File: src/can_diag_cfg.svh
// constants for the can-fd error state and diagnostics block
`ifndef CAN_DIAG_CFG_SVH
`define CAN_DIAG_CFG_SVH

// register byte offsets
`define ERR_COUNT_STATE_OFS 8'h00
`define RATE_SPLIT_OFS 8'h04
`define KIND_FLAGS_OFS 8'h08

// error count register fields
`define TX_BUS_OFF_FLAG_BIT 21
`define TX_ERROR_PASSIVE_FLAG_BIT 20
`define RX_ERROR_PASSIVE_FLAG_BIT 19
`define TX_WARNING_FLAG_BIT 18
`define RX_WARNING_FLAG_BIT 17
`define ANY_WARNING_FLAG_BIT 16

// error kind flags and good count register fields
`define DLC_MISMATCH_BIT 31
`define ESI_BIT 30
`define FAST_KIND_LSB 24
`define BUS_OFF_EVENT_BIT 23
`define NOMINAL_KIND_LSB 16
`define KIND_FLAGS_WMASK 32'hfbbf_ffff

// fault confinement limits
`define WARN_LOW 9'h05f
`define WARN_HIGH 9'h080
`define PASSIVE_LIMIT 9'h07f
`define BUS_OFF_LIMIT 9'h0ff
`define TX_ERR_STEP 9'h008
`define REC_PASSIVE_RELOAD 8'h7f

`endif

File: src/can_diag_pkg.sv
// types shared by the can-fd error state and diagnostics block
package can_diag_pkg;

   // one-hot error kind, bit order matches the flag fields
   typedef enum logic [5:0] {
      KIND_BIT0 = 6'h01,
      KIND_BIT1 = 6'h02,
      KIND_ACK = 6'h04,
      KIND_FORM = 6'h08,
      KIND_STUFF = 6'h10,
      KIND_CRC = 6'h20
   } err_kind_e;

   typedef struct packed {
      logic valid;
      logic is_tx;
      logic fast_phase;
      err_kind_e kind;
   } err_event_s;

   typedef struct packed {
      logic valid;
      logic is_tx;
   } msg_ok_s;

endpackage : can_diag_pkg

File: src/can_fd_error_state_diagnostics.sv
// error state tracking and bus diagnostics registers of a can-fd node
//
// Decided for this implementation: the Wishbone slave port and the register offsets.
`timescale 1ns/1ps

`include "can_diag_cfg.svh"

module can_fd_error_state_diagnostics
   import can_diag_pkg::*;
(
   // clock and reset
   input wire logic clk_i,
   input wire logic rst_i,
   // wishbone classic slave
   input wire logic wb_cyc_i,
   input wire logic wb_stb_i,
   input wire logic wb_we_i,
   input wire logic [7:0] wb_adr_i,
   input wire logic [3:0] wb_sel_i,
   input wire logic [31:0] wb_dat_i,
   output logic [31:0] wb_dat_o,
   output logic wb_ack_o,
   // protocol engine events
   input wire logic config_mode_i,
   input wire err_event_s err_event_i,
   input wire msg_ok_s msg_ok_i,
   input wire logic recessive_run11_i,
   input wire logic recovery_done_i,
   input wire logic dlc_mismatch_i,
   input wire logic esi_seen_i,
   // error state
   output logic [7:0] tx_error_count_o,
   output logic [7:0] rx_error_count_o,
   output logic tx_bus_off_flag_o,
   output logic tx_error_passive_flag_o,
   output logic rx_error_passive_flag_o,
   output logic any_warning_flag_o
);

   // ************************************************************
   // saturating helpers
   // ************************************************************

   function automatic logic [7:0] sat_inc8(input logic [7:0] v);
      sat_inc8 = (v == 8'hff) ? v : v + 8'h01;
   endfunction : sat_inc8

   function automatic logic [15:0] sat_inc16(input logic [15:0] v);
      sat_inc16 = (v == 16'hffff) ? v : v + 16'h0001;
   endfunction : sat_inc16

   // ************************************************************
   // state
   // ************************************************************

   // tec keeps a ninth bit so that 256 marks bus-off
   logic [8:0] tec_reg;
   logic [8:0] tec_next;
   logic [7:0] rec_reg;
   logic [7:0] rec_next;
   logic tx_bus_off_flag_reg;
   logic tx_error_passive_flag_reg;
   logic rx_error_passive_flag_reg;
   logic tx_warning_flag_reg;
   logic rx_warning_flag_reg;
   logic any_warning_flag_reg;
   logic tx_bus_off_flag_next;
   logic tx_error_passive_flag_next;
   logic rx_error_passive_flag_next;
   logic tx_warning_flag_next;
   logic rx_warning_flag_next;
   logic [31:0] rate_split_error_counts_reg;
   logic [31:0] rate_split_error_counts_next;
   logic [31:0] kind_flags_reg;
   logic [31:0] kind_flags_next;
   logic [31:0] wb_dat_reg;
   logic [31:0] wb_dat_next;
   logic wb_ack_reg;

   // ************************************************************
   // event decode
   // ************************************************************

   wire logic in_bus_off = tec_reg > `BUS_OFF_LIMIT;
   // error and good-message events are meaningless off the bus, so they are dropped there
   wire logic on_bus = ~config_mode_i & ~in_bus_off;
   wire logic ev_ok = err_event_i.valid & on_bus;
   wire logic ev_tx = ev_ok & err_event_i.is_tx;
   wire logic ev_rx = ev_ok & ~err_event_i.is_tx;
   wire logic ev_fast = ev_ok & err_event_i.fast_phase;
   wire logic ev_nominal = ev_ok & ~err_event_i.fast_phase;
   wire logic ok_tx = msg_ok_i.valid & msg_ok_i.is_tx & on_bus;
   wire logic ok_rx = msg_ok_i.valid & ~msg_ok_i.is_tx & on_bus;
   wire logic ok_any = ok_tx | ok_rx;
   wire logic recovered = recovery_done_i & in_bus_off & ~config_mode_i;
   wire logic run11 = recessive_run11_i & in_bus_off;
   wire logic [5:0] ev_kind = err_event_i.kind;

   // ack error has no data-phase field, that bit stays zero
   wire logic [5:0] fast_kind_set =
      ev_fast ? (ev_kind & 6'h3b) : 6'h00;
   wire logic [5:0] nominal_kind_set =
      (ev_nominal ? ev_kind : 6'h00) | {5'h00, run11};

   wire logic [31:0] kind_set = {
      dlc_mismatch_i,
      esi_seen_i,
      fast_kind_set,
      recovered,
      1'b0,
      nominal_kind_set,
      16'h0000
   };

   // ************************************************************
   // bus slave decode
   // ************************************************************

   wire logic wb_req = wb_cyc_i & wb_stb_i;
   // writes land on the edge that carries ack, as the master expects
   wire logic wb_wr_fire = wb_req & wb_we_i & wb_ack_reg;
   wire logic sel_error_count = wb_adr_i[7:2] == `ERR_COUNT_STATE_OFS >> 2;
   wire logic sel_rate_split = wb_adr_i[7:2] == `RATE_SPLIT_OFS >> 2;
   wire logic sel_kind_flags = wb_adr_i[7:2] == `KIND_FLAGS_OFS >> 2;
   wire logic wr_rate_split = wb_wr_fire & sel_rate_split;
   wire logic wr_kind_flags = wb_wr_fire & sel_kind_flags;
   wire logic [31:0] byte_mask = {
      {8{wb_sel_i[3]}},
      {8{wb_sel_i[2]}},
      {8{wb_sel_i[1]}},
      {8{wb_sel_i[0]}}
   };

   wire logic [31:0] error_count_state = {
      10'h000,
      tx_bus_off_flag_reg,
      tx_error_passive_flag_reg,
      rx_error_passive_flag_reg,
      tx_warning_flag_reg,
      rx_warning_flag_reg,
      any_warning_flag_reg,
      tec_reg[7:0],
      rec_reg
   };

   // unmapped offsets read as zero and still get an ack
   wire logic [31:0] read_mux =
      sel_error_count ? error_count_state :
      sel_rate_split ? rate_split_error_counts_reg :
      sel_kind_flags ? kind_flags_reg :
      32'h0000_0000;

   // ************************************************************
   // fault confinement counts
   // ************************************************************

   always_comb begin
      tec_next = tec_reg;
      rec_next = rec_reg;
      if (config_mode_i) begin
         tec_next = 9'h000;
         rec_next = 8'h00;
      end else if (recovered) begin
         tec_next = 9'h000;
         rec_next = 8'h00;
      end else if (ev_tx) begin
         // saturate at the bus-off mark
         if (tec_reg > `BUS_OFF_LIMIT - `TX_ERR_STEP) begin
            tec_next = `BUS_OFF_LIMIT + 9'h001;
         end else begin
            tec_next = tec_reg + `TX_ERR_STEP;
         end
      end else if (ev_rx) begin
         rec_next = sat_inc8(rec_reg);
      end else if (ok_tx) begin
         if (tec_reg != 9'h000) begin
            tec_next = tec_reg - 9'h001;
         end
      end else if (ok_rx) begin
         if ({1'b0, rec_reg} > `PASSIVE_LIMIT) begin
            rec_next = `REC_PASSIVE_RELOAD;
         end else if (rec_reg != 8'h00) begin
            rec_next = rec_reg - 8'h01;
         end
      end
   end

   // ************************************************************
   // derived state flags, taken from the next counts
   // ************************************************************

   always_comb begin
      tx_bus_off_flag_next =
         (tec_next > `BUS_OFF_LIMIT) | config_mode_i;
      tx_error_passive_flag_next = tec_next > `PASSIVE_LIMIT;
      rx_error_passive_flag_next =
         {1'b0, rec_next} > `PASSIVE_LIMIT;
      tx_warning_flag_next =
         (tec_next > `WARN_LOW) & (tec_next < `WARN_HIGH);
      rx_warning_flag_next = ({1'b0, rec_next} > `WARN_LOW) &
         ({1'b0, rec_next} < `WARN_HIGH);
   end

   // ************************************************************
   // rate split counters
   // ************************************************************

   always_comb begin
      rate_split_error_counts_next = rate_split_error_counts_reg;
      if (wr_rate_split) begin
         rate_split_error_counts_next =
            (wb_dat_i & byte_mask) |
            (rate_split_error_counts_reg & ~byte_mask);
      end
      // a counted error in a write cycle adds onto the written value
      if (ev_fast & ev_tx) begin
         rate_split_error_counts_next[31:24] =
            sat_inc8(rate_split_error_counts_next[31:24]);
      end
      if (ev_fast & ev_rx) begin
         rate_split_error_counts_next[23:16] =
            sat_inc8(rate_split_error_counts_next[23:16]);
      end
      if (ev_nominal & ev_tx) begin
         rate_split_error_counts_next[15:8] =
            sat_inc8(rate_split_error_counts_next[15:8]);
      end
      if (ev_nominal & ev_rx) begin
         rate_split_error_counts_next[7:0] =
            sat_inc8(rate_split_error_counts_next[7:0]);
      end
   end

   // ************************************************************
   // sticky error kinds and good message count
   // ************************************************************

   always_comb begin
      kind_flags_next = kind_flags_reg;
      if (wr_kind_flags) begin
         kind_flags_next = ((wb_dat_i & byte_mask) |
            (kind_flags_reg & ~byte_mask)) & `KIND_FLAGS_WMASK;
      end
      // hardware set wins over a clearing write in the same cycle
      kind_flags_next = kind_flags_next | kind_set;
      if (ok_any) begin
         kind_flags_next[15:0] = sat_inc16(kind_flags_next[15:0]);
      end
   end

   // ************************************************************
   // bus answer
   // ************************************************************

   always_comb begin
      wb_dat_next = wb_dat_reg;
      if (wb_req & ~wb_ack_reg) begin
         wb_dat_next = read_mux;
      end
   end

   // ************************************************************
   // registers
   // ************************************************************

   always_ff @(posedge clk_i) begin
      if (rst_i) begin
         tec_reg <= 9'h000;
         rec_reg <= 8'h00;
      end else begin
         tec_reg <= tec_next;
         rec_reg <= rec_next;
      end
   end

   always_ff @(posedge clk_i) begin
      if (rst_i) begin
         // the bus-off flag reads set during reset and clears on the first clock unless config_mode_i is high
         tx_bus_off_flag_reg <= 1'b1;
         tx_error_passive_flag_reg <= 1'b0;
         rx_error_passive_flag_reg <= 1'b0;
         tx_warning_flag_reg <= 1'b0;
         rx_warning_flag_reg <= 1'b0;
         any_warning_flag_reg <= 1'b0;
      end else begin
         tx_bus_off_flag_reg <= tx_bus_off_flag_next;
         tx_error_passive_flag_reg <= tx_error_passive_flag_next;
         rx_error_passive_flag_reg <= rx_error_passive_flag_next;
         tx_warning_flag_reg <= tx_warning_flag_next;
         rx_warning_flag_reg <= rx_warning_flag_next;
         any_warning_flag_reg <=
            tx_warning_flag_next | rx_warning_flag_next;
      end
   end

   always_ff @(posedge clk_i) begin
      if (rst_i) begin
         rate_split_error_counts_reg <= 32'h0000_0000;
         kind_flags_reg <= 32'h0000_0000;
      end else begin
         rate_split_error_counts_reg <= rate_split_error_counts_next;
         kind_flags_reg <= kind_flags_next;
      end
   end

   always_ff @(posedge clk_i) begin
      if (rst_i) begin
         wb_ack_reg <= 1'b0;
         wb_dat_reg <= 32'h0000_0000;
      end else begin
         // one wait state, ack drops the cycle after it was given
         wb_ack_reg <= wb_req & ~wb_ack_reg;
         wb_dat_reg <= wb_dat_next;
      end
   end

   // ************************************************************
   // outputs
   // ************************************************************

   assign wb_ack_o = wb_ack_reg;
   assign wb_dat_o = wb_dat_reg;
   assign tx_error_count_o = tec_reg[7:0];
   assign rx_error_count_o = rec_reg;
   assign tx_bus_off_flag_o = tx_bus_off_flag_reg;
   assign tx_error_passive_flag_o = tx_error_passive_flag_reg;
   assign rx_error_passive_flag_o = rx_error_passive_flag_reg;
   assign any_warning_flag_o = any_warning_flag_reg;

endmodule : can_fd_error_state_diagnostics

File: config.mk
export PLATFORM = sky130hd
export DESIGN_NAME = can_fd_error_state_diagnostics
export DESIGN_NICKNAME = d
export VERILOG_FILES = /design/src/can_diag_pkg.sv /design/src/can_fd_error_state_diagnostics.sv
export VERILOG_INCLUDE_DIRS = /design/src
export SDC_FILE = /design/constraint.sdc
export NUM_CORES = 1
export LEC_CHECK = 0
export ABC_AREA = 1
export BUFFER_PORTS_ARGS = -buffer_cell sky130_fd_sc_hd__buf_2
export CORE_MARGIN = 1
export CORE_UTILIZATION = 30
export CTS_BUF_LIST = sky130_fd_sc_hd__clkbuf_2 sky130_fd_sc_hd__clkbuf_4 sky130_fd_sc_hd__clkbuf_8
export DETAILED_ROUTE_END_ITERATION = 6
export PLACE_DENSITY = 0.51
export SLEW_MARGIN = 20
export SYNTH_ARGS = -nofsm -noshare
export SYNTH_HDL_FRONTEND = slang
export SYNTH_SLANG_ARGS = --single-unit
File: constraint.sdc
create_clock -name clk_i -period 3.4 [get_ports clk_i]
set_input_delay 1.02 -clock clk_i [delete_from_list [all_inputs] [get_ports clk_i]]
set_output_delay 1.02 -clock clk_i [all_outputs]
set_load 0.05 [all_outputs]
==> Yosys cells after proc, flatten, opt, wreduce, memory -nomap -nowiden <==
Index checks and enable logic that the tools add are counted.
Widths: inputs -> output; s select.
{ "classes": {"order_cmp": 10, "eq_ne": 8, "add_sub_neg": 9, "n_reduce_logical": 3, "n_bitwise": 42, "n_mux": 33} }
{ "ops": {"columns": ["cell", "count"], "rows": [
  ["$mux 32", 5],
  ["$mux 8", 17],
  ["$and 32x32->32", 3],
  ["$or 32x32->32", 3],
  ["$mux 9", 7],
  ["$add 8x1->8 const B", 5],
  ["$eq 8x8->1 const B", 5],
  ["$mux 16", 2],
  ["$not 32->32", 1],
  ["$gt 9x8->1 const B", 3],
  ["$and 1x1->1", 25],
  ["$gt 8x7->1 const B", 3],
  ["$gt 9x7->1 const B", 2],
  ["$add 16x1->16 const B", 1],
  ["$eq 16x16->1 const B", 1],
  ["$mux 6", 2],
  ["$add 9x4->9 const B", 1],
  ["$lt 9x8->1 const B", 1],
  ["$reduce_bool 9->1", 1],
  ["$sub 9x1->9 const B", 1],
  ["$lt 8x8->1 const B", 1],
  ["$reduce_bool 8->1", 1],
  ["$sub 8x1->8 const B", 1],
  ["$eq 6x1->1 const B", 1],
  ["other kinds (5)", 12]
]} }
{ "word_totals": {"input_bits": 65, "reg_bits": 120, "word_cells": 117} }

==> Depth between registers and ports, before layout <==
{ "logic_depth": {"word_depth": 13, "mapped_depth": 18} }

==> Least setup slack after synthesis <==
OpenSTA, ideal clock, no wires.
{ "synth_timing": {"path_type": "in2reg", "startpoint": "input wb_adr_i[5]", "endpoint": "register rate_split_error_counts_reg[9]", "slack_ns": 0.381, "n_path_buf": 2, "cell_stages": 16, "t_required_ns": 3.285, "arrival_ns": 2.904, "cell_sequence": "nor2_2 -> nand2_1 -> nor3_4 -> nand2_2 -> buf_6 -> buf_6 -> nor2_1 -> o22ai_2 -> inv_1 -> ha_1 -> nand3_1 -> nor2_1 -> nand4_2 -> nand2_2 -> a21oi_1 -> o21a_1"} }
{ "synth_via": {"elab_chain_cells": 6, "word_cells_on_any_way": 7} }
{ "synth_rtl": {"columns": ["item", "line", "source"], "rows": [
  ["from (decl)", "can_fd_error_state_diagnostics.sv:18", "input wire logic [7:0] wb_adr_i,"],
  ["$eq 6x1->1 *", "can_fd_error_state_diagnostics.sv:123", "wire logic sel_rate_split = wb_adr_i[7:2] == `RATE_SPLIT_OFS >> 2;"],
  ["$and 1x1->1 *", "can_fd_error_state_diagnostics.sv:125", "wire logic wr_rate_split = wb_wr_fire & sel_rate_split;"],
  ["$mux 32 *", "can_fd_error_state_diagnostics.sv:210", "if (wr_rate_split) begin"],
  ["$add 8x1->8 or $eq 8x8->1 (tied branches)", "can_fd_error_state_diagnostics.sv:45", "sat_inc8 = (v == 8'hff) ? v : v + 8'h01;"],
  ["$mux 8", "can_fd_error_state_diagnostics.sv:45", null],
  ["$mux 8 *", "can_fd_error_state_diagnostics.sv:224", "if (ev_nominal & ev_tx) begin"],
  ["to (signal assigned)", "can_fd_error_state_diagnostics.sv:301", "rate_split_error_counts_reg <= rate_split_error_counts_next;"],
  ["to (decl)", "can_fd_error_state_diagnostics.sv:72", "logic [31:0] rate_split_error_counts_reg;"]
]} }
Mark *: on every way between the ends. The rest lies on a longest branch, timed or not.
A chain may end at the register's enable or synchronous reset.

==> Final worst setup path <==
{ "layout_timing": {"startpoint": "input wb_adr_i[5]", "endpoint": "register rate_split_error_counts_reg[4]"} }
{ "layout_via": {"elab_chain_cells": 6, "word_cells_on_any_way": 7} }
{ "layout_rtl": {"columns": ["item", "line", "source"], "rows": [
  ["$eq 6x1->1 *", "can_fd_error_state_diagnostics.sv:123", null],
  ["$and 1x1->1 *", "can_fd_error_state_diagnostics.sv:125", null],
  ["$mux 32 *", "can_fd_error_state_diagnostics.sv:210", null],
  ["$add 8x1->8 or $eq 8x8->1 (tied branches)", "can_fd_error_state_diagnostics.sv:45", null],
  ["$mux 8", "can_fd_error_state_diagnostics.sv:45", null],
  ["$mux 8 *", "can_fd_error_state_diagnostics.sv:228", "if (ev_nominal & ev_rx) begin"]
]} }
Marks and branches as above.

==> flow_metrics.tcl <==
set metrics [dict create \
    worstSkewPairLatency_ns 0.46 \
    drt_first_iter_violations 843 \
    period_needed_ns 2.85 \
    clock-skew-final_ns 0.0171 \
    fp.dieH_um 166 \
    cp_top_family "simple AND/OR/NAND/NOR gates" \
    finalNetCount 1532 \
    max_stage_delay_ns 0.29 \
    reg2reg_depth 10 \
    final_common_cell "nand2_1" \
    start_util_pct 30.7 \
    violations "DRC" \
    ys_seq_elements 118 \
    antenna_found_initial 0 \
    crit_top_cell "nand2_1" \
    cp_slowest_cell "nor3_4" \
    grt_start_max_net_pins 53 \
    drive_gt1_share_pct 16.5 \
    hold_viol_final 0 \
    n_fill_cell 2912 \
    drv_cap 0 \
    sw_frac_of_total_pct 32.6 \
    synth_edf_count 0 \
    fp.coreArea_sq_um 26100 \
    yosysWarnings 0 \
    worst_setup_path_end_kind "flop" \
    cp_num_buf_inv 3 \
    clockBufferDepth 2 \
    worstMarginPinSlew_ns 0.699 \
    criticalPathCategory "in2reg" \
    start_kind "input pin" \
    placed_cell_area_sq_um 9090 \
    syn_area_sq_um 8030 \
    antenna_cells 0 \
    syn_to_final_growth_pct 18.0 \
    ctsResizeCount 0 \
    die_w_um 166 \
    row_count 59 \
    crit_path_max_fanout 10 \
    cts_hold_buf 0 \
    rr_startpoint "tec_reg[1]" \
    dieArea_sq_um 27400 \
    switching_power_uw 1050 \
    routedWlPerCell_um 15.1 \
    final_cell_area_sq_um 9480 \
    io_pins 118 \
    r2r_slack_ns 0.79 \
    gp_congestion 0.885 \
    path_cells "buf_2 > nor2_2 > nand2_1 > nor3_4 > nand2_2 > buf_4 > nand2_1 > o21ai_1 > inv_2 > ha_1 > nand2_1 > nor2_1 > nand3_1 > nand2_1 > o21ai_0 > nand2_1 > nor2_1" \
    drtPass1Iterations 7 \
    ys_types 46 \
    ys.flop_type "dfxtp_1" \
    cts_sinks 118 \
    grt_overflow 0 \
    p_leak_uw 0.00433 \
    vias_per_cell 4.91 \
    ant_nets 0 \
    post-cts-setup-buffers 0 \
    ys_seq_area_share_pct 29.4 \
    cts_buffers 17 \
    pwr-share-comb_pct 14.7 \
    finalCritPeriodShare_pct 83.8 \
    syn_nets 1418 \
    min_to "wb_dat_o[27]" \
    worstPathRequired_ns 3.76 \
    p_clk_share_pct 40.3 \
    power_frac_seq_pct 45.0 \
    drv_slew 0 \
    tns_ns 0 \
    hp-start "wb_dat_o[27]" \
    rsz0062_at_grt "no" \
    drt_wl_total_um 27200 \
    io_buffers 115 \
    min_delay_path_depth 2 \
    finalSetupViolations 0 \
    max_clock_freq_ghz 0.351 \
    root_buffer "clkbuf_8" \
    syn_inst 1341 \
    min_path_type "reg2reg" \
    status "complete, but fails checks" \
    hpwlAfterDp_um 20400 \
    route.vias.total 8849 \
    reg2reg_to "rate_split_error_counts_reg[28]" \
    slew_headroom_pct 53.3 \
    ir_worst_vdd_mv 0.188 \
    h-tree-depth 4 \
    p_per_area_nw_per_um2 340 \
    grt_usage_pct 20.4 \
    grt_pass1_vias 8057 \
    grt_pass1_wl_um 43200 \
    clk_pin_slew_ns 0.09 \
    crit_arrival_ns 3.21 \
    p_int_uw 2170 \
    drc 18 \
    cts_tree "yes" \
    final_cell_mix "nand2_1, inv_1, nor2_1" \
    async_flop_share_pct 0 \
    avgSynthCellArea_sq_um 5.99 \
]
==> how the worst max path moves through the flow <==
stage,cells after the start,slack [ns],end,from
after floorplan,16,0.38,rate_split_error_counts_reg[9],wb_adr_i[5]
after global placement,15,0.11,rate_split_error_counts_reg[25],wb_adr_i[5]
after detailed placement,15,0.09,rate_split_error_counts_reg[24],wb_adr_i[5]
after CTS,16,0.59,rate_split_error_counts_reg[2],wb_adr_i[5]
after global routing,15,0.32,rate_split_error_counts_reg[15],wb_adr_i[5]
final,17,0.55,rate_split_error_counts_reg[4],wb_adr_i[5]
==> worst register-to-register path: cells and delay by family (launching register included) <==
kind,cells,cell delay [ns]
simple gates,5,1.06
compound gates,3,0.68
flops,1,0.48
fa+ha+maj,1,0.23
buf+inv,1,0.04
==> Yosys cell counts (2+ instances only) <==
| master | number | area, sq um |
|---|---|---|
| ha_1 | 12 | 150 |
| nand4_1 | 21 | 131 |
| buf_6 | 3 | 33.8 |
| inv_1 | 172 | 646 |
| a221oi_1 | 3 | 26.3 |
| o21ai_2 | 3 | 26.3 |
| xnor2_1 | 2 | 17.5 |
| nor3_1 | 15 | 75.1 |
| nor3b_1 | 2 | 15.0 |
| a31oi_1 | 26 | 163 |
| nand3b_1 | 2 | 15.0 |
| o22ai_1 | 13 | 81.3 |
| nand3_2 | 3 | 30.0 |
| nor2_1 | 121 | 454 |
| buf_2 | 13 | 65.1 |
| dfxtp_1 | 118 | 2360 |
| or2_2 | 2 | 12.5 |
| o21ai_1 | 8 | 40.0 |
| buf_1 | 6 | 22.5 |
| nor2_2 | 17 | 106 |
| o21ai_0 | 105 | 526 |
| nand2_1 | 383 | 1440 |
| a21oi_1 | 88 | 440 |
| xor2_1 | 3 | 26.3 |
| nand3_1 | 116 | 581 |
| nor2_4 | 4 | 45.0 |
| nand2_4 | 2 | 22.5 |
| nand4_2 | 2 | 25.0 |
| inv_2 | 9 | 33.8 |
| buf_4 | 12 | 90.1 |
| nand2_2 | 7 | 43.8 |
| clkbuf_1 | 27 | 101 |
| o21bai_1 | 4 | 30.0 |
| o21a_1 | 5 | 37.5 |
==> through the flow <==
stage / cells / hold WS, ns / util (%) / worst slack, ns / total power, uW
global route: 1803 / 0.481 / 36.3 / 0.319 / 3370
floorplan: 1341 / 0.445 / - / 0.381 / 1790
finish: 1803 / 0.469 / 36.3 / 0.549 / 3220
detailed placement: 1771 / 0.459 / 34.8 / 0.0943 / 1950
CTS: 1803 / 0.472 / 36.3 / 0.591 / 3250
global placement: 1771 / 0.456 / 34.8 / 0.106 / 1950
==> power by group through the flow <==
stage / clock network [uW] / registers (uW) / logic, uW
floorplan: 0 / 1540 / 246
global placement: 0 / 1480 / 472
detailed placement: 0 / 1480 / 473
CTS: 1320 / 1450 / 475
global route: 1390 / 1450 / 522
finish: 1300 / 1450 / 474
==> cells by family (layout without fill, tap and decap cells) <==
group / count (synthesis) / in the layout / share of synthesized area (%)
xor gates and xnor gates: 5 / 5 / 0.546
AOI/OAI and AO/OA: 262 / 262 / 17.8
buffers and inverters: 243 / 370 / 12.4
muxes: 1 / 1 / 0.125
and+or+nand+nor: 700 / 700 / 37.8
DFF: 118 / 118 / 29.4
adders and majority gates: 12 / 12 / 1.87
==> cell type report <==
class                   instances  area [sq um]  area share [%]
clock buffers                  18           248            2.61
clock inverters                14           139            1.47
inverters                     182           683            7.21
multi-input cells             980          4680            49.4
flip-flops and latches        118          2360            24.9
well taps                     335           419            4.42
repair buffers                156           946            9.98
==> layer usage <==
layer / share of wire, % / wire length, um / vias to the layer above / global-route usage, %
met3: 5.4 / 1460 / 34 / 2.65
met4: 1.7 / 469 / 0 / 6.32
li1: - / - / 4581 / -
met1: 49 / 13500 / 3983 / 29.7
met5: 0 / 0 / - / 0
met2: 43 / 11800 / 251 / 30.8
Power figures use the tool's default switching activity.
